<file path="src/hdl/prmc_pkg.sv">
package prmc_pkg;
	// Register byte offsets on the AXI4-Lite slave
	localparam logic [7:0] PRMC_CFG_OFS = 8'h00;
	localparam logic [7:0] PRMC_STAT_OFS = 8'h04;
	localparam logic [7:0] PRMC_IRQ_STAT_OFS = 8'h08;
	localparam logic [7:0] PRMC_IRQ_MASK_OFS = 8'h0C;
	localparam logic [7:0] PRMC_WAKE_FLAG_OFS = 8'h10;
	localparam logic [7:0] PRMC_WAKE_EN_OFS = 8'h14;
	// Config register fields
	localparam int PRMC_CFG_WAKECFG_BIT = 0;
	localparam int PRMC_CFG_RDYEN_BIT = 1;
	localparam int PRMC_CFG_RDYPOL_BIT = 2;
	localparam logic [2:0] PRMC_CFG_RESET = 3'h0;
	// Interrupt status fields
	localparam int PRMC_IRQ_IDLE_BIT = 0;
	localparam int PRMC_IRQ_PD_BIT = 1;
	localparam int PRMC_IRQ_WAKE_BIT = 2;
	localparam int PRMC_IRQ_REFUSE_BIT = 3;
	localparam int PRMC_IRQ_W = 4;
	// Wake pins and least wake pulse
	localparam int PRMC_WAKE_PINS = 8;
	localparam int PRMC_CLK_PERIOD_NS = 10;
	localparam int PRMC_WAKE_MIN_NS = 40;
	localparam int PRMC_WAKE_MIN_CYC = (PRMC_WAKE_MIN_NS + PRMC_CLK_PERIOD_NS - 1)
		/ PRMC_CLK_PERIOD_NS;
	localparam logic [1:0] PRMC_RESP_OKAY = 2'h0;
	localparam logic [1:0] PRMC_RESP_SLVERR = 2'h2;
	// Mode state, Gray along run -> drain -> idle and power-down -> wake, except drain -> power-down (two bits)
	typedef enum logic [2:0] {
		PRMC_RUN = 3'h0,
		PRMC_DRAIN = 3'h1,
		PRMC_IDLE = 3'h3,
		PRMC_PDOWN = 3'h2,
		PRMC_WAKE = 3'h6
	} prmc_state_t;
endpackage

</file>
<file path="src/hdl/prmc_top.sv">
`timescale 1ns/1ps
// Notes on behaviour
// - Idle halts the processor; peripheral clocks keep running.
// - Any reset or interrupt request ends idle mode.
// - Power-down stops both processor and peripherals.
// - Config picks power-down exit: hardware reset only, or external wake pin.
// - Config bit zero clear selects protected power-down.
// - Protected entry only if NMI still low; else execution continues.
// - Config bit set: freeze clocks, stop oscillator and PLL.
// - Qualified wake restarts oscillator and PLL and turns on weak pulldown.
// - Enabled waking interrupt is serviced, then resume after instruction.
// - Disabled waking interrupt resumes directly; its flag stays until cleared.
// - Pending external bus actions finish before any low-power mode.
module prmc_top
	import prmc_pkg::*;
#(
	parameter int NPINS = prmc_pkg::PRMC_WAKE_PINS
)
(
	// Clock and reset
	input wire logic sys_clk,
	input wire logic rstn,
	// Core requests
	input wire logic idle_instr,
	input wire logic powerdown_instr,
	input wire logic irq_req,
	input wire logic nmi_n,
	// External bus controller
	input wire logic bus_busy,
	input wire logic bus_ready_seen,
	// Wake pins
	input wire logic [NPINS-1:0] ext_wake_irq_pin,
	// Clock and core control
	output logic mode_ack,
	output logic cpu_clk_en,
	output logic periph_clk_en,
	output logic osc_pll_en,
	output logic weak_pulldown_en,
	output logic resume_pulse,
	output logic wake_isr_req,
	output logic [NPINS-1:0] wake_irq_flag,
	output logic irq,
	// AXI4-Lite slave
	input wire logic [7:0] s_axi_awaddr,
	input wire logic s_axi_awvalid,
	output logic s_axi_awready,
	input wire logic [31:0] s_axi_wdata,
	input wire logic [3:0] s_axi_wstrb,
	input wire logic s_axi_wvalid,
	output logic s_axi_wready,
	output logic [1:0] s_axi_bresp,
	output logic s_axi_bvalid,
	input wire logic s_axi_bready,
	input wire logic [7:0] s_axi_araddr,
	input wire logic s_axi_arvalid,
	output logic s_axi_arready,
	output logic [31:0] s_axi_rdata,
	output logic [1:0] s_axi_rresp,
	output logic s_axi_rvalid,
	input wire logic s_axi_rready
);
	import prmc_pkg::*;

	// ==========================================================
	// Declarations
	prmc_state_t state_reg;
	logic pd_kind_reg; // Remembers which variant was entered
	logic [2:0] system_config_reg;
	logic [PRMC_IRQ_W-1:0] irq_stat_reg;
	logic [PRMC_IRQ_W-1:0] irq_mask_reg;
	logic [NPINS-1:0] wake_en_reg;
	logic [NPINS-1:0] qual;
	logic [PRMC_IRQ_W-1:0] ev;
	logic powerdown_wake_cfg;
	logic ready_ok;
	logic any_wake;
	logic req_pd_reg;
	logic aw_hold_reg;
	logic w_hold_reg;
	logic [7:0] aw_addr_reg;
	logic [31:0] w_data_reg;
	logic [3:0] w_strb_reg;
	logic wr_fire;
	logic [NPINS-1:0] flag_clr;
	logic [PRMC_IRQ_W-1:0] stat_clr;

	assign powerdown_wake_cfg = system_config_reg[PRMC_CFG_WAKECFG_BIT];
	// Ready handshake must have been seen unless checking is disabled
	assign ready_ok = !system_config_reg[PRMC_CFG_RDYEN_BIT] || bus_ready_seen;

	// ==========================================================
	// Wake pin qualification, one filter per pin
	genvar gi;
	generate
		for (gi = 0; gi < NPINS; gi++)
		begin : g_wake
			prmc_wake_filter u_filt (
				.sys_clk(sys_clk),
				.rstn(rstn),
				.pin(ext_wake_irq_pin[gi]),
				.qualified(qual[gi])
			);
		end
	endgenerate
	assign any_wake = |qual;

	// ==========================================================
	// Mode request latch: single-cycle core pulse held while bus drains
	always_ff @(posedge sys_clk or negedge rstn)
	begin
		if (!rstn)
			req_pd_reg <= 1'b0;
		else if (state_reg == PRMC_RUN && (idle_instr || powerdown_instr))
			req_pd_reg <= powerdown_instr;
	end

	// ==========================================================
	// Mode state machine
	always_ff @(posedge sys_clk or negedge rstn)
	begin
		if (!rstn)
		begin
			state_reg <= PRMC_RUN; // Any reset ends either mode
			pd_kind_reg <= 1'b0;
		end
		else
		begin
			case (state_reg)
				PRMC_RUN:
					if (idle_instr || powerdown_instr)
						state_reg <= PRMC_DRAIN;
				PRMC_DRAIN:
					if (!bus_busy)
					begin
						if (!ready_ok)
							state_reg <= PRMC_RUN;
						else if (!req_pd_reg)
							state_reg <= PRMC_IDLE;
						else if (!powerdown_wake_cfg && nmi_n)
							state_reg <= PRMC_RUN;
						else
						begin
							state_reg <= PRMC_PDOWN;
							pd_kind_reg <= powerdown_wake_cfg;
						end
					end
				PRMC_IDLE:
					if (irq_req)
						state_reg <= PRMC_RUN;
				PRMC_PDOWN:
					if (pd_kind_reg && any_wake) // Protected: only reset exits
						state_reg <= PRMC_WAKE;
				PRMC_WAKE:
					state_reg <= PRMC_RUN;
				default:
					state_reg <= PRMC_RUN;
			endcase
		end
	end

	// ==========================================================
	// Clock controls; ack goes out one cycle before clocks drop
	always_ff @(posedge sys_clk or negedge rstn)
	begin
		if (!rstn)
		begin
			mode_ack <= 1'b0;
			cpu_clk_en <= 1'b1;
			periph_clk_en <= 1'b1;
			osc_pll_en <= 1'b1;
			weak_pulldown_en <= 1'b0;
		end
		else
		begin
			mode_ack <= (state_reg == PRMC_DRAIN) && !bus_busy && ready_ok
				&& (!req_pd_reg || powerdown_wake_cfg || !nmi_n);
			cpu_clk_en <= !(state_reg == PRMC_IDLE || state_reg == PRMC_PDOWN);
			periph_clk_en <= (state_reg != PRMC_PDOWN);
			osc_pll_en <= !(state_reg == PRMC_PDOWN && pd_kind_reg && !any_wake);
			if (state_reg == PRMC_PDOWN && pd_kind_reg && any_wake)
				weak_pulldown_en <= 1'b1;
			else if (state_reg == PRMC_RUN)
				weak_pulldown_en <= 1'b0;
		end
	end

	// ==========================================================
	// Wake outcome: service routine if enabled, else plain resume
	always_ff @(posedge sys_clk or negedge rstn)
	begin
		if (!rstn)
		begin
			resume_pulse <= 1'b0;
			wake_isr_req <= 1'b0;
		end
		else
		begin
			resume_pulse <= (state_reg == PRMC_WAKE)
				|| (state_reg == PRMC_IDLE && irq_req);
			wake_isr_req <= (state_reg == PRMC_WAKE) && |(wake_irq_flag & wake_en_reg);
		end
	end

	// Request flags: set by qualified wake, cleared by writing one; set wins
	always_ff @(posedge sys_clk or negedge rstn)
	begin
		if (!rstn)
			wake_irq_flag <= '0;
		else
			wake_irq_flag <= (wake_irq_flag & ~flag_clr) | qual;
	end

	// ==========================================================
	// Interrupt status: sticky, write one to clear, set wins
	assign ev[PRMC_IRQ_IDLE_BIT] = (state_reg == PRMC_DRAIN) && !bus_busy && ready_ok
		&& !req_pd_reg;
	// First power-down cycle only: peripheral clock still reflects the drain state
	assign ev[PRMC_IRQ_PD_BIT] = (state_reg == PRMC_PDOWN) && periph_clk_en;
	assign ev[PRMC_IRQ_WAKE_BIT] = (state_reg == PRMC_WAKE);
	assign ev[PRMC_IRQ_REFUSE_BIT] = (state_reg == PRMC_DRAIN) && !bus_busy && !ready_ok;

	always_ff @(posedge sys_clk or negedge rstn)
	begin
		if (!rstn)
		begin
			irq_stat_reg <= '0;
			irq <= 1'b0;
		end
		else
		begin
			irq_stat_reg <= (irq_stat_reg & ~stat_clr) | ev;
			irq <= |(irq_stat_reg & irq_mask_reg);
		end
	end

	// ==========================================================
	// AXI4-Lite write path: address and data taken in either order
	assign wr_fire = aw_hold_reg && w_hold_reg && !s_axi_bvalid;
	assign flag_clr = (wr_fire && aw_addr_reg == PRMC_WAKE_FLAG_OFS && w_strb_reg[0])
		? w_data_reg[NPINS-1:0] : '0;
	assign stat_clr = (wr_fire && aw_addr_reg == PRMC_IRQ_STAT_OFS && w_strb_reg[0])
		? w_data_reg[PRMC_IRQ_W-1:0] : '0;

	always_ff @(posedge sys_clk or negedge rstn)
	begin
		if (!rstn)
		begin
			aw_hold_reg <= 1'b0;
			w_hold_reg <= 1'b0;
			aw_addr_reg <= 8'h00;
			w_data_reg <= 32'h0000_0000;
			w_strb_reg <= 4'h0;
			s_axi_awready <= 1'b0;
			s_axi_wready <= 1'b0;
			s_axi_bvalid <= 1'b0;
			s_axi_bresp <= PRMC_RESP_OKAY;
		end
		else
		begin
			s_axi_awready <= !aw_hold_reg && !s_axi_awready && s_axi_awvalid;
			s_axi_wready <= !w_hold_reg && !s_axi_wready && s_axi_wvalid;
			if (s_axi_awvalid && s_axi_awready)
			begin
				aw_hold_reg <= 1'b1;
				aw_addr_reg <= s_axi_awaddr;
			end
			if (s_axi_wvalid && s_axi_wready)
			begin
				w_hold_reg <= 1'b1;
				w_data_reg <= s_axi_wdata;
				w_strb_reg <= s_axi_wstrb;
			end
			if (wr_fire)
			begin
				aw_hold_reg <= 1'b0;
				w_hold_reg <= 1'b0;
				s_axi_bvalid <= 1'b1;
				case (aw_addr_reg)
					PRMC_CFG_OFS, PRMC_IRQ_STAT_OFS, PRMC_IRQ_MASK_OFS,
					PRMC_WAKE_FLAG_OFS, PRMC_WAKE_EN_OFS, PRMC_STAT_OFS:
						s_axi_bresp <= PRMC_RESP_OKAY;
					default:
						s_axi_bresp <= PRMC_RESP_SLVERR;
				endcase
			end
			else if (s_axi_bvalid && s_axi_bready)
				s_axi_bvalid <= 1'b0;
		end
	end

	// Writable control registers
	always_ff @(posedge sys_clk or negedge rstn)
	begin
		if (!rstn)
		begin
			system_config_reg <= PRMC_CFG_RESET;
			irq_mask_reg <= '0;
			wake_en_reg <= '0;
		end
		else if (wr_fire && w_strb_reg[0])
		begin
			case (aw_addr_reg)
				PRMC_CFG_OFS: system_config_reg <= w_data_reg[2:0];
				PRMC_IRQ_MASK_OFS: irq_mask_reg <= w_data_reg[PRMC_IRQ_W-1:0];
				PRMC_WAKE_EN_OFS: wake_en_reg <= w_data_reg[NPINS-1:0];
				default: ;
			endcase
		end
	end

	// ==========================================================
	// AXI4-Lite read path
	always_ff @(posedge sys_clk or negedge rstn)
	begin
		if (!rstn)
		begin
			s_axi_arready <= 1'b0;
			s_axi_rvalid <= 1'b0;
			s_axi_rdata <= 32'h0000_0000;
			s_axi_rresp <= PRMC_RESP_OKAY;
		end
		else
		begin
			s_axi_arready <= !s_axi_rvalid && !s_axi_arready && s_axi_arvalid;
			if (s_axi_arvalid && s_axi_arready)
			begin
				s_axi_rvalid <= 1'b1;
				s_axi_rresp <= PRMC_RESP_OKAY;
				case (s_axi_araddr)
					PRMC_CFG_OFS: s_axi_rdata <= 32'(system_config_reg);
					PRMC_STAT_OFS: s_axi_rdata <= 32'({pd_kind_reg, state_reg});
					PRMC_IRQ_STAT_OFS: s_axi_rdata <= 32'(irq_stat_reg);
					PRMC_IRQ_MASK_OFS: s_axi_rdata <= 32'(irq_mask_reg);
					PRMC_WAKE_FLAG_OFS: s_axi_rdata <= 32'(wake_irq_flag);
					PRMC_WAKE_EN_OFS: s_axi_rdata <= 32'(wake_en_reg);
					default:
					begin
						s_axi_rdata <= 32'h0000_0000;
						s_axi_rresp <= PRMC_RESP_SLVERR;
					end
				endcase
			end
			else if (s_axi_rvalid && s_axi_rready)
				s_axi_rvalid <= 1'b0;
		end
	end

	// ==========================================================
	// Assertions
	a_idle_cpu_off: assert property (@(posedge sys_clk) disable iff (!rstn)
		state_reg == PRMC_IDLE && $past(state_reg) == PRMC_IDLE |-> !cpu_clk_en && periph_clk_en)
		else $error("idle must stop cpu clock only");
	a_idle_irq_exit: assert property (@(posedge sys_clk) disable iff (!rstn)
		state_reg == PRMC_IDLE && irq_req |=> state_reg == PRMC_RUN)
		else $error("interrupt did not end idle");
	a_pd_all_off: assert property (@(posedge sys_clk) disable iff (!rstn)
		state_reg == PRMC_PDOWN ##1 state_reg == PRMC_PDOWN |-> !cpu_clk_en && !periph_clk_en)
		else $error("power-down left a clock running");
	a_prot_no_wake: assert property (@(posedge sys_clk) disable iff (!rstn)
		state_reg == PRMC_PDOWN && !pd_kind_reg |=> state_reg == PRMC_PDOWN)
		else $error("protected power-down left without reset");
	a_nmi_gate: assert property (@(posedge sys_clk) disable iff (!rstn)
		state_reg == PRMC_DRAIN && !bus_busy && ready_ok && req_pd_reg && !powerdown_wake_cfg
		&& nmi_n |=> state_reg == PRMC_RUN)
		else $error("protected entry without nmi low");
	a_osc_stop: assert property (@(posedge sys_clk) disable iff (!rstn)
		state_reg == PRMC_PDOWN && pd_kind_reg && !any_wake |=> !osc_pll_en)
		else $error("oscillator not stopped");
	a_wake_restart: assert property (@(posedge sys_clk) disable iff (!rstn)
		state_reg == PRMC_PDOWN && pd_kind_reg && any_wake |=> osc_pll_en && weak_pulldown_en
		##1 state_reg == PRMC_RUN)
		else $error("wake did not restart oscillator");
	a_flag_kept: assert property (@(posedge sys_clk) disable iff (!rstn)
		wake_irq_flag[0] && !flag_clr[0] |=> wake_irq_flag[0])
		else $error("wake flag lost without clear");
	a_bus_drain: assert property (@(posedge sys_clk) disable iff (!rstn)
		state_reg == PRMC_DRAIN && bus_busy |=> state_reg == PRMC_DRAIN)
		else $error("entered low power with bus busy");
	a_ready_refuse: assert property (@(posedge sys_clk) disable iff (!rstn)
		state_reg == PRMC_DRAIN && !bus_busy && !ready_ok |=> state_reg == PRMC_RUN && !mode_ack)
		else $error("entry not refused");
	a_ack_first: assert property (@(posedge sys_clk) disable iff (!rstn)
		$fell(cpu_clk_en) |-> $past(mode_ack))
		else $error("clocks halted before ack");
endmodule

</file>
<file path="src/hdl/prmc_wake_filter.sv">
`timescale 1ns/1ps
// Qualifies one wake pin: pulse must stand for the least wake width
module prmc_wake_filter
	import prmc_pkg::*;
#(
	parameter int MIN_CYC = prmc_pkg::PRMC_WAKE_MIN_CYC
)
(
	// Clock and reset
	input wire logic sys_clk,
	input wire logic rstn,
	// Pin and result
	input wire logic pin,
	output logic qualified
);
	logic [7:0] cnt_reg;

	// Count consecutive high cycles; shorter glitches never qualify
	always_ff @(posedge sys_clk or negedge rstn)
	begin
		if (!rstn)
			cnt_reg <= 8'h00;
		else if (!pin)
			cnt_reg <= 8'h00;
		else if (cnt_reg < 8'(MIN_CYC))
			cnt_reg <= cnt_reg + 8'h01;
	end

	assign qualified = (cnt_reg >= 8'(MIN_CYC));
endmodule
</file>
<file path="config.mk">
export PLATFORM = sky130hd
export DESIGN_NAME = prmc_top
export DESIGN_NICKNAME = d
export VERILOG_FILES = /design/src/hdl/prmc_pkg.sv /design/src/hdl/prmc_top.sv /design/src/hdl/prmc_wake_filter.sv
export SDC_FILE = /design/constraint.sdc
export NUM_CORES = 1
export LEC_CHECK = 0
export BUFFER_PORTS_ARGS = -buffer_cell sky130_fd_sc_hd__buf_2
export CAP_MARGIN = 20
export CORE_MARGIN = 3
export CORE_UTILIZATION = 30
export CTS_CLUSTER_SIZE = 14
export DETAILED_ROUTE_END_ITERATION = 8
export PLACE_DENSITY = 0.6
export SETUP_SLACK_MARGIN = 0.3
export SYNTH_ARGS = -nofsm -noshare
export SYNTH_HDL_FRONTEND = slang
export SYNTH_SLANG_ARGS = --single-unit
</file>
<file path="constraint.sdc">
create_clock -name sys_clk -period 5.5 [get_ports sys_clk]
set_input_delay 1.1 -clock sys_clk [delete_from_list [all_inputs] [get_ports sys_clk]]
set_output_delay 1.1 -clock sys_clk [all_outputs]
set_load 0.1 [all_outputs]
</file>
== After elaboration in Yosys (flattened, before gate mapping) ==
Index checks and enable logic that the tools add are counted.
Storage, ports and cells
  register bits: 164
Operators by class
  add/sub/neg operators: 8
  magnitude comparators: 16
  eq/ne operators: 27
  mux-type cells: 39
  bitwise operators: 10
  reduce and logical (&&, ||, !) cells: 72
Operators with widths (count)
  2-to-1 mux 8 bit: 17
  adder 8 x 1 -> 8 bit, second input constant: 8
  >= comparator 8 x 3 -> 1 bit, second input constant: 8
  less-than comparator 8 x 3 -> 1 bit, second input constant: 8
  one-hot mux 8 bit (6 select lines): 1
  == test 8 x 4 -> 1 bit, second input constant: 4
  == test 8 x 5 -> 1 bit, second input constant: 4
  logical AND 1 bit: 32
  AND 8 bit: 2
  == test 8 x 3 -> 1 bit, second input constant: 2
  logical NOT 1 bit: 16
  logical NOT 8 bit: 2
  != test 2 x 1 -> 1 bit, second input constant: 8
  OR reduction 8 bit: 2
  2-to-1 mux 3 bit: 4
  one-hot mux 3 bit (4 select lines): 1
  OR reduction 6 bit: 2
  2-to-1 mux 1 bit: 10
  2-to-1 mux 2 bit: 5
  nonzero test 2 bit: 5
  AND 4 bit: 2
  != test 2 bit, second input constant: 4
  inverter 8 bit: 1
  bitwise OR 8 bit: 1
  14 further kinds: 23

== Longest topological paths before layout ==
Gate-level depths: netlist of run 1.
  word-level depth: 8
  gate-level depth with buffers: 6
  gate-level depth less buffers: 4

== Hierarchy ==
From an unflattened synthesis of run 1, not the netlist that was laid out.
Unflattened totals
  cells, all modules: 532
  area total of the unflattened synthesis: 6153.4 µm²
By module, submodules not included
  prmc_top: instances 1, cells an instance 292, area an instance 3440.8 µm²
  prmc_wake_filter: instances 8, cells an instance 30, area an instance 339.1 µm²

== Worst setup path after synthesis of run 1 ==
Ideal clock, no wire load.
  kind: input port to flip-flop
  from: in s_axi_araddr[5]
  to: reg s_axi_rdata[2]
  library setup time: 90 ps
  arrival time: 2546 ps
  data required time: 5410 ps
  setup slack: 2864 ps
  cell stages on the path: 4
  cell sequence: or4_1 > or3_1 > or3b_1 > o221ai_1
On the way
  longest elaborated chain between the ends: 2
Ends and longest elaborated chain
  start, declared: line prmc_top.sv:54  | input wire logic [7:0] s_axi_araddr,
  == test 8 x 5 -> 1 bit, or another cell as far along: line prmc_top.sv:329  | case (s_axi_araddr)
  one-hot mux 8 bit (6 select lines) (*): line prmc_top.sv:329
  end signal, assigned: line prmc_top.sv:330  | PRMC_CFG_OFS: s_axi_rdata <= 32'(system_config_reg);
  end signal, assigned: line prmc_top.sv:331  | PRMC_STAT_OFS: s_axi_rdata <= 32'({pd_kind_reg, state_reg});
  end signal, assigned: line prmc_top.sv:332  | PRMC_IRQ_STAT_OFS: s_axi_rdata <= 32'(irq_stat_reg);
  end, declared: line prmc_top.sv:57  | output logic [31:0] s_axi_rdata,
Mark *: on every way between the ends. The rest lies on a longest branch, timed or not.
A chain may end at the register's enable or synchronous reset.

== Final worst setup path of run 1 ==
  from: reg periph_clk_en
  to: out periph_clk_en
RTL lines
  start, declared: line prmc_top.sv:36  | output logic periph_clk_en,
  start signal, assigned: line prmc_top.sv:178  | periph_clk_en <= (state_reg != PRMC_PDOWN);
No word-level cell between the ends.

==> reports/results.txt, run 1 <==
Status -> complete, no violations
CP max FO -> 2
Crit path buffers/inverters -> 1
Final period utilization -> 44.8%
Die width -> 147 um
Syn-to-layout area delta -> 19.6%
Fin util -> 36.7%
# hold bufs at CTS -> 0
Vias in the first global route -> 4020
Crit path launch type -> flip-flop
Sequential share of power -> 41.3%
Mapped Cells -> 503
Finished Layout Cells -> 869
Fmax achieved -> 406 MHz
Required @ worst endpoint -> 4.40 ns
Max transition margin -> 39.2%
Sw frac -> 35.5%
Most common cell after layout, fill and taps aside -> dfrtp_1
Root buffer cell -> clkbuf_16
Minimum clock period -> 2.46 ns
P_leak -> 3.43 nW
GP Congestion -> 0.787
Fill count -> 1918
Die Y -> 147 um
HP Start -> s_axi_wready$_DFF_PN0_
Core area -> 19600 sq um
Sequential area share after synthesis -> 57.6%
Maximum VDD drop -> 0.000211 V
RSZ-0062 raised after global routing -> false
Max reg flops -> 64
Endpoint, Worst Hold -> s_axi_wready$_DFF_PN0_
Endpoints failing setup -> 0
Clock Skew -> 0.00455 ns
CP Depth -> 1
Yosys warnings -> 0
Initial DRC count -> 181
Fin. max-slew vios -> 0
Total track usage -> 12.1%
CTS tree -> done
# DRC -> 0
Critical Path Slowest Stage Cell -> dfstp_2
Global-route wire length before repair -> 20800 um
TNS Setup -> 0 ns
Clk_lat worst skew -> 0.41 ns
Antenna diode count -> 0
Num CTS Buffers -> 17
Max Cap Violations -> 0
Cells on worst reg2reg path -> 4
Antenna Violating Nets Remaining -> 0
Hold Path Depth -> 1
DR WL/cell -> 14.6 um
R2r endpoint -> wake_en_reg[0]$_DFFE_PN0P_
H-tree levels -> 4
DP HPWL -> 9300 um
Largest net degree at the start of global routing -> 95
Worst path cell trace -> buf_2
Clk pwr share -> 33.5%
Post-CTS setup buffers -> 0
Sw Pwr -> 1.17 mW
Starting density of the core -> 30.7%
Setup Crit Path Kind -> reg2out
Routed wire length -> 12700 um
Delay-heaviest family, CP -> flip-flops
Comb power frac -> 25.2%
Post-Place Cells -> 837
Seq cells post-synth -> 138
Vias/cell -> 4.46
FF-to-FF Start -> aw_addr_reg[0]$_DFFE_PN0P_
Initial antenna violation count -> 0
Share of layout cells above drive strength 1 -> 24.7%
Hold Crit Class -> reg2reg
Arr. time, crit path -> 1.36 ns
Io pins -> 130
Top_reg_cell synth -> dfrtp_1
Pwr/cell area -> 459 nW/um^2
Post-synth ARST share -> 100%
Vias -> 3873
Die area -> 21800 sq um
Mapped cell area -> 6010 sq um
Final hold vios -> 0
Grt total ovfl -> 0
Final nets -> 680
CTS Sinks -> 138
Worst reg-to-reg setup slack -> 3.22 ns
Resized Gates After CTS -> 0
Clock tree buffer depth -> 2
PortBufs -> 76
Worst path max stage delay -> 0.53 ns
Most frequent cells in the layout -> 135 x dfrtp_1, 75 x buf_2, 49 x and2_1, 32 x mux2_2, 29 x a21oi_1
Slew @ Worst Pin -> 0.904 ns
Clk pin slew, worst setup/hold paths -> 0.06 ns
Post-synth EDFFs -> 0
Crit. End Element -> output pin
# rows -> 51
TritonRoute pass-1 iters -> 4
Post-synth cell types -> 54
Avg Inst Size Synth -> 11.9 sq um
P_int -> 2.12 mW
## synth_stat cells (2+ instances only)
library cell,instances,area [sq um]
dfrtp_1,135,3380
inv_1,23,86.3
a32o_1,2,20.0
nor2b_1,27,169
buf_4,26,195
mux2i_1,10,100
and2_0,8,50.1
nand2b_1,5,31.3
nor2_1,15,56.3
or3_1,2,12.5
a21oi_1,29,145
dfstp_2,3,78.8
a22oi_1,9,67.6
clkbuf_1,6,22.5
ha_1,16,200
a22o_1,4,35.0
o21ai_0,8,40.0
o21ai_1,2,10.0
nor3b_1,3,22.5
xnor2_1,8,70.1
mux2_2,32,360
nand2_1,16,60.1
nand3_1,9,45.0
nand4_1,5,31.3
nor4_1,10,62.6
and2_1,49,307
o22ai_1,3,18.8
o21a_1,3,22.5
mux2_4,3,45.0
a31oi_1,8,50.1
## stage by stage
stage | cell area, sq um | hold slack [ns] | total power, mW | setup WS, ns
floorplan | 6100 | 0.432 | 2.01 | 2.86
global placement | 6610 | 0.434 | 2.18 | 2.69
detailed placement | 6610 | 0.449 | 2.21 | 2.67
CTS | 7180 | 0.456 | 3.33 | 3.01
global route | 7180 | 0.469 | 3.46 | 2.99
finish | 7180 | 0.451 | 3.29 | 3.04
## worst max-delay path by stage
| stage | startpoint | end | slack [ns] |
|---|---|---|---|
| floorplan | s_axi_araddr[5] | s_axi_rdata[2]$_DFFE_PN0P_ | 2.86 |
| global placement | s_axi_araddr[5] | s_axi_rdata[2]$_DFFE_PN0P_ | 2.69 |
| detailed placement | s_axi_araddr[5] | s_axi_rdata[7]$_DFFE_PN0P_ | 2.67 |
| CTS | periph_clk_en$_DFF_PN1_ | periph_clk_en | 3.01 |
| global route | wake_irq_flag[1]$_DFF_PN0_ | wake_irq_flag[1] | 2.99 |
| finish | periph_clk_en$_DFF_PN1_ | periph_clk_en | 3.04 |
## layout make-up
type | count | area [sq um] | share of cell area, %
flip-flops and latches | 138 | 3460 | 48.1
multi-input cells | 333 | 2330 | 32.4
clock buffers | 24 | 482 | 6.71
repair buffers | 78 | 402 | 5.59
well taps | 265 | 332 | 4.62
clock inverters | 8 | 92.6 | 1.29
inverters | 23 | 86.3 | 1.20
## logic make-up (layout without fill, tap and decap cells)
family | after synthesis | in the layout | share of synthesized area (%)
simple gates | 160 | 160 | 16.0
other cells | 1 | 26 | 0.0624
fa+ha+maj | 16 | 16 | 3.33
mux | 45 | 45 | 8.42
flops | 138 | 138 | 57.6
xor+xnor | 8 | 8 | 1.17
compound gates | 78 | 78 | 8.21
buf+inv | 57 | 133 | 5.21
## layer usage
| metal | global-route usage, % | wire [um] | share of wire [%] |
|---|---|---|---|
| met4 | 4.33 | 173 | 1.4 |
| met1 | 15.8 | 5720 | 45 |
| met5 | 0 | 0 | 0 |
| met2 | 19.3 | 6130 | 48 |
| met3 | 3.31 | 628 | 5.0 |
## worst register-to-register path: cells and delay by family (launching register included)
kind | cells | cell delay, ns
mux | 1 | 0.40
simple gates | 3 | 1.40
flops | 1 | 0.37
## power by group through the flow
stage | Clock (mW) | Combinational [mW] | Sequential (mW)
after detailed placement | 0 | 0.835 | 1.38
after floorplan | 0 | 0.422 | 1.59
after CTS | 1.13 | 0.838 | 1.36
after global placement | 0 | 0.813 | 1.37
final | 1.10 | 0.829 | 1.36
after global routing | 1.18 | 0.889 | 1.39
Note: power is estimated with default switching activity, not from simulation.
==> inputs of run 2 (changes only) <==
PLACE_DENSITY = 0.62   (was 0.6)
clock period = 2.2 ns   (was 5.5 ns; I/O delays follow)
==> run 2 against run 1 <==
Total power rose to 2.6 times the previous value. Sequential share of layout area fell by 2.0 points. First-iteration DRC count fell by 8.3%. Wire length fell by 0.71%. Setup slack got worse by 3.0 ns. Critical path type is now reg2reg. Largest cell class unchanged.
==> reports/results.txt, run 2 (same netlist as run 1, synthesis figures left out) <==
Fin. max-slew vios -> 0 (unchanged)
Root buffer cell -> clkbuf_16 (unchanged)
Clk pin slew, worst setup/hold paths -> 0.06 ns (about the same)
Initial DRC count -> 166 (was 181)
Die Y -> 147 um (unchanged)
# rows -> 51 (unchanged)
Max transition margin -> 65.2% (was 39.2%)
FF-to-FF Start -> aw_addr_reg[7]$_DFFE_PN0P_ (was aw_addr_reg[0]$_DFFE_PN0P_)
Starting density of the core -> 30.7% (unchanged)
Required @ worst endpoint -> 2.50 ns (was 4.40 ns)
Hold Crit Class -> in2reg (was reg2reg)
Maximum VDD drop -> 0.000572 V (was 0.000211 V)
TNS Setup -> 0 ns (unchanged)
Vias in the first global route -> 3922 (was 4020)
CTS Sinks -> 138 (unchanged)
Clock tree buffer depth -> 2 (unchanged)
Endpoints failing setup -> 0 (unchanged)
GR Layer Usage met1 -> 17.2% (was 15.8%)
P_leak -> 3.55 nW (was 3.43 nW)
CP startpoint -> aw_addr_reg[7]$_DFFE_PN0P_ (was periph_clk_en$_DFF_PN1_)
Max Cap Violations -> 0 (unchanged)
Most common cell after layout, fill and taps aside -> dfrtp_1 (unchanged)
DP HPWL -> 9220 um (was 9300 um)
Slew @ Worst Pin -> 0.525 ns (was 0.904 ns)
# DRC -> 0 (unchanged)
Fill count -> 1926 (was 1918)
HP Start -> s_axi_bready (was s_axi_wready$_DFF_PN0_)
Most Used Layer, Global Route -> met2 (unchanged)
Initial antenna violation count -> 0 (unchanged)
TritonRoute pass-1 iters -> 4 (unchanged)
Num CTS Buffers -> 17 (unchanged)
Share of layout cells above drive strength 1 -> 28.2% (was 24.7%)
Hold Path Depth -> 2 (was 1)
Antenna Violating Nets Remaining -> 0 (unchanged)
Met3 Use GR -> 3.95% (was 3.31%)
Clk_lat worst skew -> 0.42 ns (was 0.41 ns)
Setup Crit Path Kind -> reg2reg (was reg2out)
Total track usage -> 12.0% (was 12.1%)
Cells on worst reg2reg path -> 4 (unchanged)
Tot Pwr -> 8.54 mW (was 3.29 mW)
Global-route wire length before repair -> 20500 um (was 20800 um)
Antenna diode count -> 0 (unchanged)
Status -> complete, no violations (unchanged)
Core area -> 19600 sq um (unchanged)
Max reg flops -> 64 (unchanged)
DR WL/cell -> 14.3 um (was 14.6 um)
Die width -> 147 um (unchanged)
CTS tree -> done (unchanged)
Final nets -> 691 (was 680)
PortBufs -> 76 (unchanged)
Syn-to-layout area delta -> 25.1% (was 19.6%)
Vias/cell -> 4.39 (was 4.46)
Clock Skew -> 0.00618 ns (was 0.00455 ns)
Final period utilization -> 98.7%
Grt total ovfl -> 0 (unchanged)
H-tree levels -> 4 (unchanged)
RSZ-0062 raised after global routing -> true (was false)
Minimum clock period -> 2.17 ns
Pwr/cell area -> 1140 nW/um^2 (was 459 nW/um^2)
Finished Layout Cells -> 879 (was 869)
Routed wire length -> 12600 um (was 12700 um)
Vias -> 3855 (was 3873)
Arr. time, crit path -> 2.47 ns (was 1.36 ns)
Fmax achieved -> 461 MHz
CP max FO -> 3 (was 2)
Largest net degree at the start of global routing -> 50 (was 95)
Die area -> 21800 sq um (unchanged)
Io pins -> 130 (unchanged)
Final hold vios -> 0 (unchanged)
Crit. End Element -> flip-flop (was output pin)
Post-Place Cells -> 845 (was 837)
Most frequent cells in the layout -> 133 x dfrtp_1, 75 x buf_2, 49 x and2_1, 29 x a21oi_1, 27 x nor2b_1 (was 135 x dfrtp_1, 75 x buf_2, 49 x and2_1, 32 x mux2_2, 29 x a21oi_1)
Met2 global-route usage -> 17.5% (was 19.3%)
Crit path launch type -> flip-flop (unchanged)
GP Congestion -> 0.707 (was 0.787)
[run 2: changes by cell type in the layout (fill, tap and decap cells not counted), moves of 3 or more]
cell      previous run  this run
mux2_2              32        20
mux2_4               3        15
buf_4                2         8
nor4_1              10         4
nor4_2               0         5
clkinv_2             5         1
buf_12               0         3
[run 2: what timing repair did]
| action | 4_1_cts | 5_1_grt |
|---|---|---|
| hold endpoints to repair | 47 | 0 |
| setup buffers | 0 | 2 |
| gates resized for setup | 4 | 15 |
| setup endpoints to repair | 24 | 28 |
| pin swaps | 10 | 1 |
| hold buffers | 1 | 0 |
[run 2: worst max-delay path, cell delays in order, from the launching register on]
cell and delay [ns]:
dfrtp_1 0.37, or4_4 0.56, nor4b_4 0.27, or4b_4 0.54, mux2_4 0.31
[run 2: stage by stage]
step                hold WS (ns)  util, %  cell area [sq um]  worst slack [ns]
floorplan                  0.144        -               6150            0.0548
global placement           0.415     34.4               6750            0.0128
detailed placement         0.416     34.4               6750           0.00595
CTS                        0.180     37.7               7390            0.0431
global route               0.174     38.3               7510           -0.0319
finish                     0.192     38.3               7510            0.0292
[run 2: final timing paths]
check / endpoint / slack (ns)
max: system_config_reg[1]$_DFFE_PN0P_ / 0.03
min: s_axi_bvalid$_DFFE_PN0P_ / 0.19
max reg2reg: system_config_reg[1]$_DFFE_PN0P_ / 0.03
min reg2reg: s_axi_wready$_DFF_PN0_ / 0.45
max in group asynchronous: cpu_clk_en$_DFF_PN1_ / 1.00
min in group asynchronous: g_wake[4].u_filt.cnt_reg[5]$_DFFE_PN0P_ / 0.54
[run 2: where the power goes]
part           internal (mW)  switching [mW]
sequential              2.98           0.426
combinational          0.677            1.52
clock                   1.93            1.01
total                   5.58            2.96
[run 2: area by class of cell]
type / count / area [sq um] / share of cell area, %
Multi-Input combinational cell: 333 / 2490 / 33.1
Clock buffer: 25 / 505 / 6.73
Clock inverter: 6 / 110 / 1.47
Sequential cell: 138 / 3460 / 46.1
Tap cell: 265 / 332 / 4.41
Inverter: 23 / 86.3 / 1.15
Timing Repair Buffer: 89 / 528 / 7.03
[run 2: metal layers]
| metal | vias up | part of all wire (%) |
|---|---|---|
| met5 | - | 0 |
| li1 | 1888 | - |
| met1 | 1873 | 50 |
| met4 | 0 | 1.0 |
| met2 | 83 | 45 |
| met3 | 11 | 4.6 |
==> inputs of run 3 (changes only) <==
--- a/config.mk
+++ b/config.mk
@@ -7,5 +7,5 @@
 export LEC_CHECK = 0
 export BUFFER_PORTS_ARGS = -buffer_cell sky130_fd_sc_hd__buf_2
-export CAP_MARGIN = 20
+export CAP_MARGIN = 10
 export CORE_MARGIN = 3
 export CORE_UTILIZATION = 30
==> constraint.sdc (replaced) <==
create_clock -name sys_clk -period 2.2 [get_ports sys_clk]
set_input_delay 0.11 -clock sys_clk [delete_from_list [all_inputs] [get_ports sys_clk]]
set_output_delay 0.11 -clock sys_clk [all_outputs]
set_load 0.1 [all_outputs]
==> run 3 against run 2 <==
Utilization increased by 1.8 points. Register-to-register slack improved by 0.02 ns. Non-clock buffer count increased by 36. Fmax increased by 1.0%. Setup slack improved by 0.022 ns. Count of clock-buffer cells in the layout decreased by 5. Final cell count increased by 4.0%. Sequential share of layout area decreased by 2.1 points. Die area unchanged. First-iteration DRC count increased by 10%.
==> reports/results.txt, run 3 (same netlist as run 1, synthesis figures left out) <==
Endpoints failing setup -> 0 (unchanged)
# DRC -> 0 (unchanged)
Most common cell after layout, fill and taps aside -> dfrtp_1 (unchanged)
Comb power frac -> 26.3% (was 25.7%)
RSZ-0062 raised after global routing -> true (unchanged)
Initial DRC count -> 183 (was 166)
Arr. time, crit path -> 2.45 ns (was 2.47 ns)
Antenna Violating Nets Remaining -> 0 (unchanged)
Sw frac -> 35.4% (was 34.6%)
P_leak -> 3.67 nW (was 3.55 nW)
Die width -> 147 um (unchanged)
Vias in the first global route -> 3984 (was 3922)
Fmax achieved -> 465 MHz (was 461 MHz)
Fin. max-slew vios -> 0 (unchanged)
TritonRoute pass-1 iters -> 4 (unchanged)
Total track usage -> 12.1% (was 12.0%)
Fill count -> 1886 (was 1926)
Routed wire length -> 12600 um (about the same)
Crit. End Element -> flip-flop (unchanged)
Slew @ Worst Pin -> 0.571 ns (was 0.525 ns)
Vias -> 4004 (was 3855)
DP HPWL -> 9210 um (was 9220 um)
Setup Crit Path Kind -> reg2reg (unchanged)
Root buffer cell -> clkbuf_16 (unchanged)
GR Layer Usage met1 -> 17.3% (was 17.2%)
Die Y -> 147 um (unchanged)
Num CTS Buffers -> 17 (unchanged)
GP Congestion -> 0.731 (was 0.707)
Hold Crit Class -> in2reg (unchanged)
PortBufs -> 76 (unchanged)
Final nets -> 727 (was 691)
Final hold vios -> 0 (unchanged)
Worst hold slack -> 0.0193 ns (was 0.192 ns)
Max transition margin -> 61.9% (was 65.2%)
Share of layout cells above drive strength 1 -> 28.2% (about the same)
Die area -> 21800 sq um (unchanged)
Max reg flops -> 64 (unchanged)
DR WL/cell -> 13.7 um (was 14.3 um)
Met2 global-route usage -> 17.8% (was 17.5%)
H-tree levels -> 4 (unchanged)
Pwr/cell area -> 1090 nW/um^2 (was 1140 nW/um^2)
Met3 Use GR -> 3.25% (was 3.95%)
CP max FO -> 3 (unchanged)
Clock tree buffer depth -> 2 (unchanged)
Crit path launch type -> flip-flop (unchanged)
Final period utilization -> 97.7% (was 98.7%)
Clk pin slew, worst setup/hold paths -> 0.06 ns (about the same)
Io pins -> 130 (unchanged)
Antenna diode count -> 0 (unchanged)
Worst reg-to-reg setup slack -> 0.05 ns (was 0.03 ns)
CTS Sinks -> 138 (unchanged)
Clk pwr share -> 33.9% (was 34.4%)
Starting density of the core -> 30.7% (unchanged)
Minimum clock period -> 2.15 ns (was 2.17 ns)
CTS tree -> done (unchanged)
Most frequent cells in the layout -> 133 x dfrtp_1, 75 x buf_2, 49 x and2_1, 35 x dlygate4sd3_1, 29 x a21oi_1 (was 133 x dfrtp_1, 75 x buf_2, 49 x and2_1, 29 x a21oi_1, 27 x nor2b_1)
Largest net degree at the start of global routing -> 63 (was 50)
# rows -> 51 (unchanged)
Core area -> 19600 sq um (unchanged)
Syn-to-layout area delta -> 31.1% (was 25.1%)
Vias/cell -> 4.38 (was 4.39)
Max Cap Violations -> 0 (unchanged)
Required @ worst endpoint -> 2.50 ns (about the same)
Status -> complete, no violations (unchanged)
Global-route wire length before repair -> 20800 um (was 20500 um)
Sw Pwr -> 3.05 mW (was 2.96 mW)
Initial antenna violation count -> 0 (unchanged)
Sequential share of power -> 39.8% (was 39.9%)
Maximum VDD drop -> 0.000545 V (was 0.000572 V)
Clock Skew -> 0.00829 ns (was 0.00618 ns)
Clk_lat worst skew -> 0.42 ns (about the same)
Tot Pwr -> 8.60 mW (was 8.54 mW)
Grt total ovfl -> 0 (unchanged)
P_int -> 5.56 mW (was 5.58 mW)
Most Used Layer, Global Route -> met2 (unchanged)
run 3: critical path: stages, from the launching register on:
cell and delay (ns):
dfrtp_1 0.38, or4_4 0.56, nor4b_4 0.26, or4b_4 0.54, mux2_4 0.31
run 3: worst paths after layout:
| check | from | depth (start not counted) | to |
|---|---|---|---|
| min | idle_instr | 3 | req_pd_reg$_DFFE_PN0P_ |
| min in group asynchronous | rstn | 2 | g_wake[5].u_filt.cnt_reg[7]$_DFFE_PN0P_ |
| max | aw_addr_reg[0]$_DFFE_PN0P_ | 4 | system_config_reg[2]$_DFFE_PN0P_ |
| max in group asynchronous | rstn | 3 | s_axi_bvalid$_DFFE_PN0P_ |
| min reg2reg | s_axi_wready$_DFF_PN0_ | 1 | s_axi_wready$_DFF_PN0_ |
| max reg2reg | aw_addr_reg[0]$_DFFE_PN0P_ | 4 | system_config_reg[2]$_DFFE_PN0P_ |
run 3: timing repair:
action	CTS	global route
resized for setup	6	20
pin swaps	2	12
endpoints found under the setup margin	28	29
hold endpoints to repair	143	0
buffers inserted	2	1
hold buffers	35	0
run 3: per-layer routing:
| layer | vias up | wire length [um] |
|---|---|---|
| met2 | 82 | 5640 |
| li1 | 1957 | - |
| met1 | 1948 | 6210 |
| met3 | 17 | 513 |
| met5 | - | 0 |
| met4 | 0 | 187 |
run 3: layout make-up:
cell class / instances / area [sq um] / area share (%)
sequential: 138 / 3460 / 44.0
tap: 265 / 332 / 4.21
clock buffer: 20 / 467 / 5.93
timing repair buffer: 125 / 862 / 11.0
inverter: 23 / 86.3 / 1.10
multi-input combinational: 333 / 2520 / 32.0
clock inverter: 10 / 143 / 1.81
run 3: through the flow:
stage	std cells	cell area (sq um)	setup WS, ns	TNS (ns)	utilization (%)
2_1_floorplan	528	6140	0.0548	0	-
3_3_place_gp	846	6720	0.00434	0	34.3
3_5_place_dp	846	6720	-0.0154	-0.0449	34.3
4_1_cts	913	7730	0.0457	0	39.5
5_1_grt	914	7870	0.00254	0	40.2
6_report	914	7870	0.0511	0	40.2
run 3: power by group through the flow:
| stage | Combinational, mW | Clock (mW) | Sequential, mW |
|---|---|---|---|
| after floorplan | 1.06 | 0 | 3.99 |
| after global placement | 2.13 | 0 | 3.42 |
| after detailed placement | 2.16 | 0 | 3.42 |
| after CTS | 2.22 | 2.99 | 3.39 |
| after global routing | 2.43 | 3.11 | 3.50 |
| final | 2.26 | 2.92 | 3.42 |
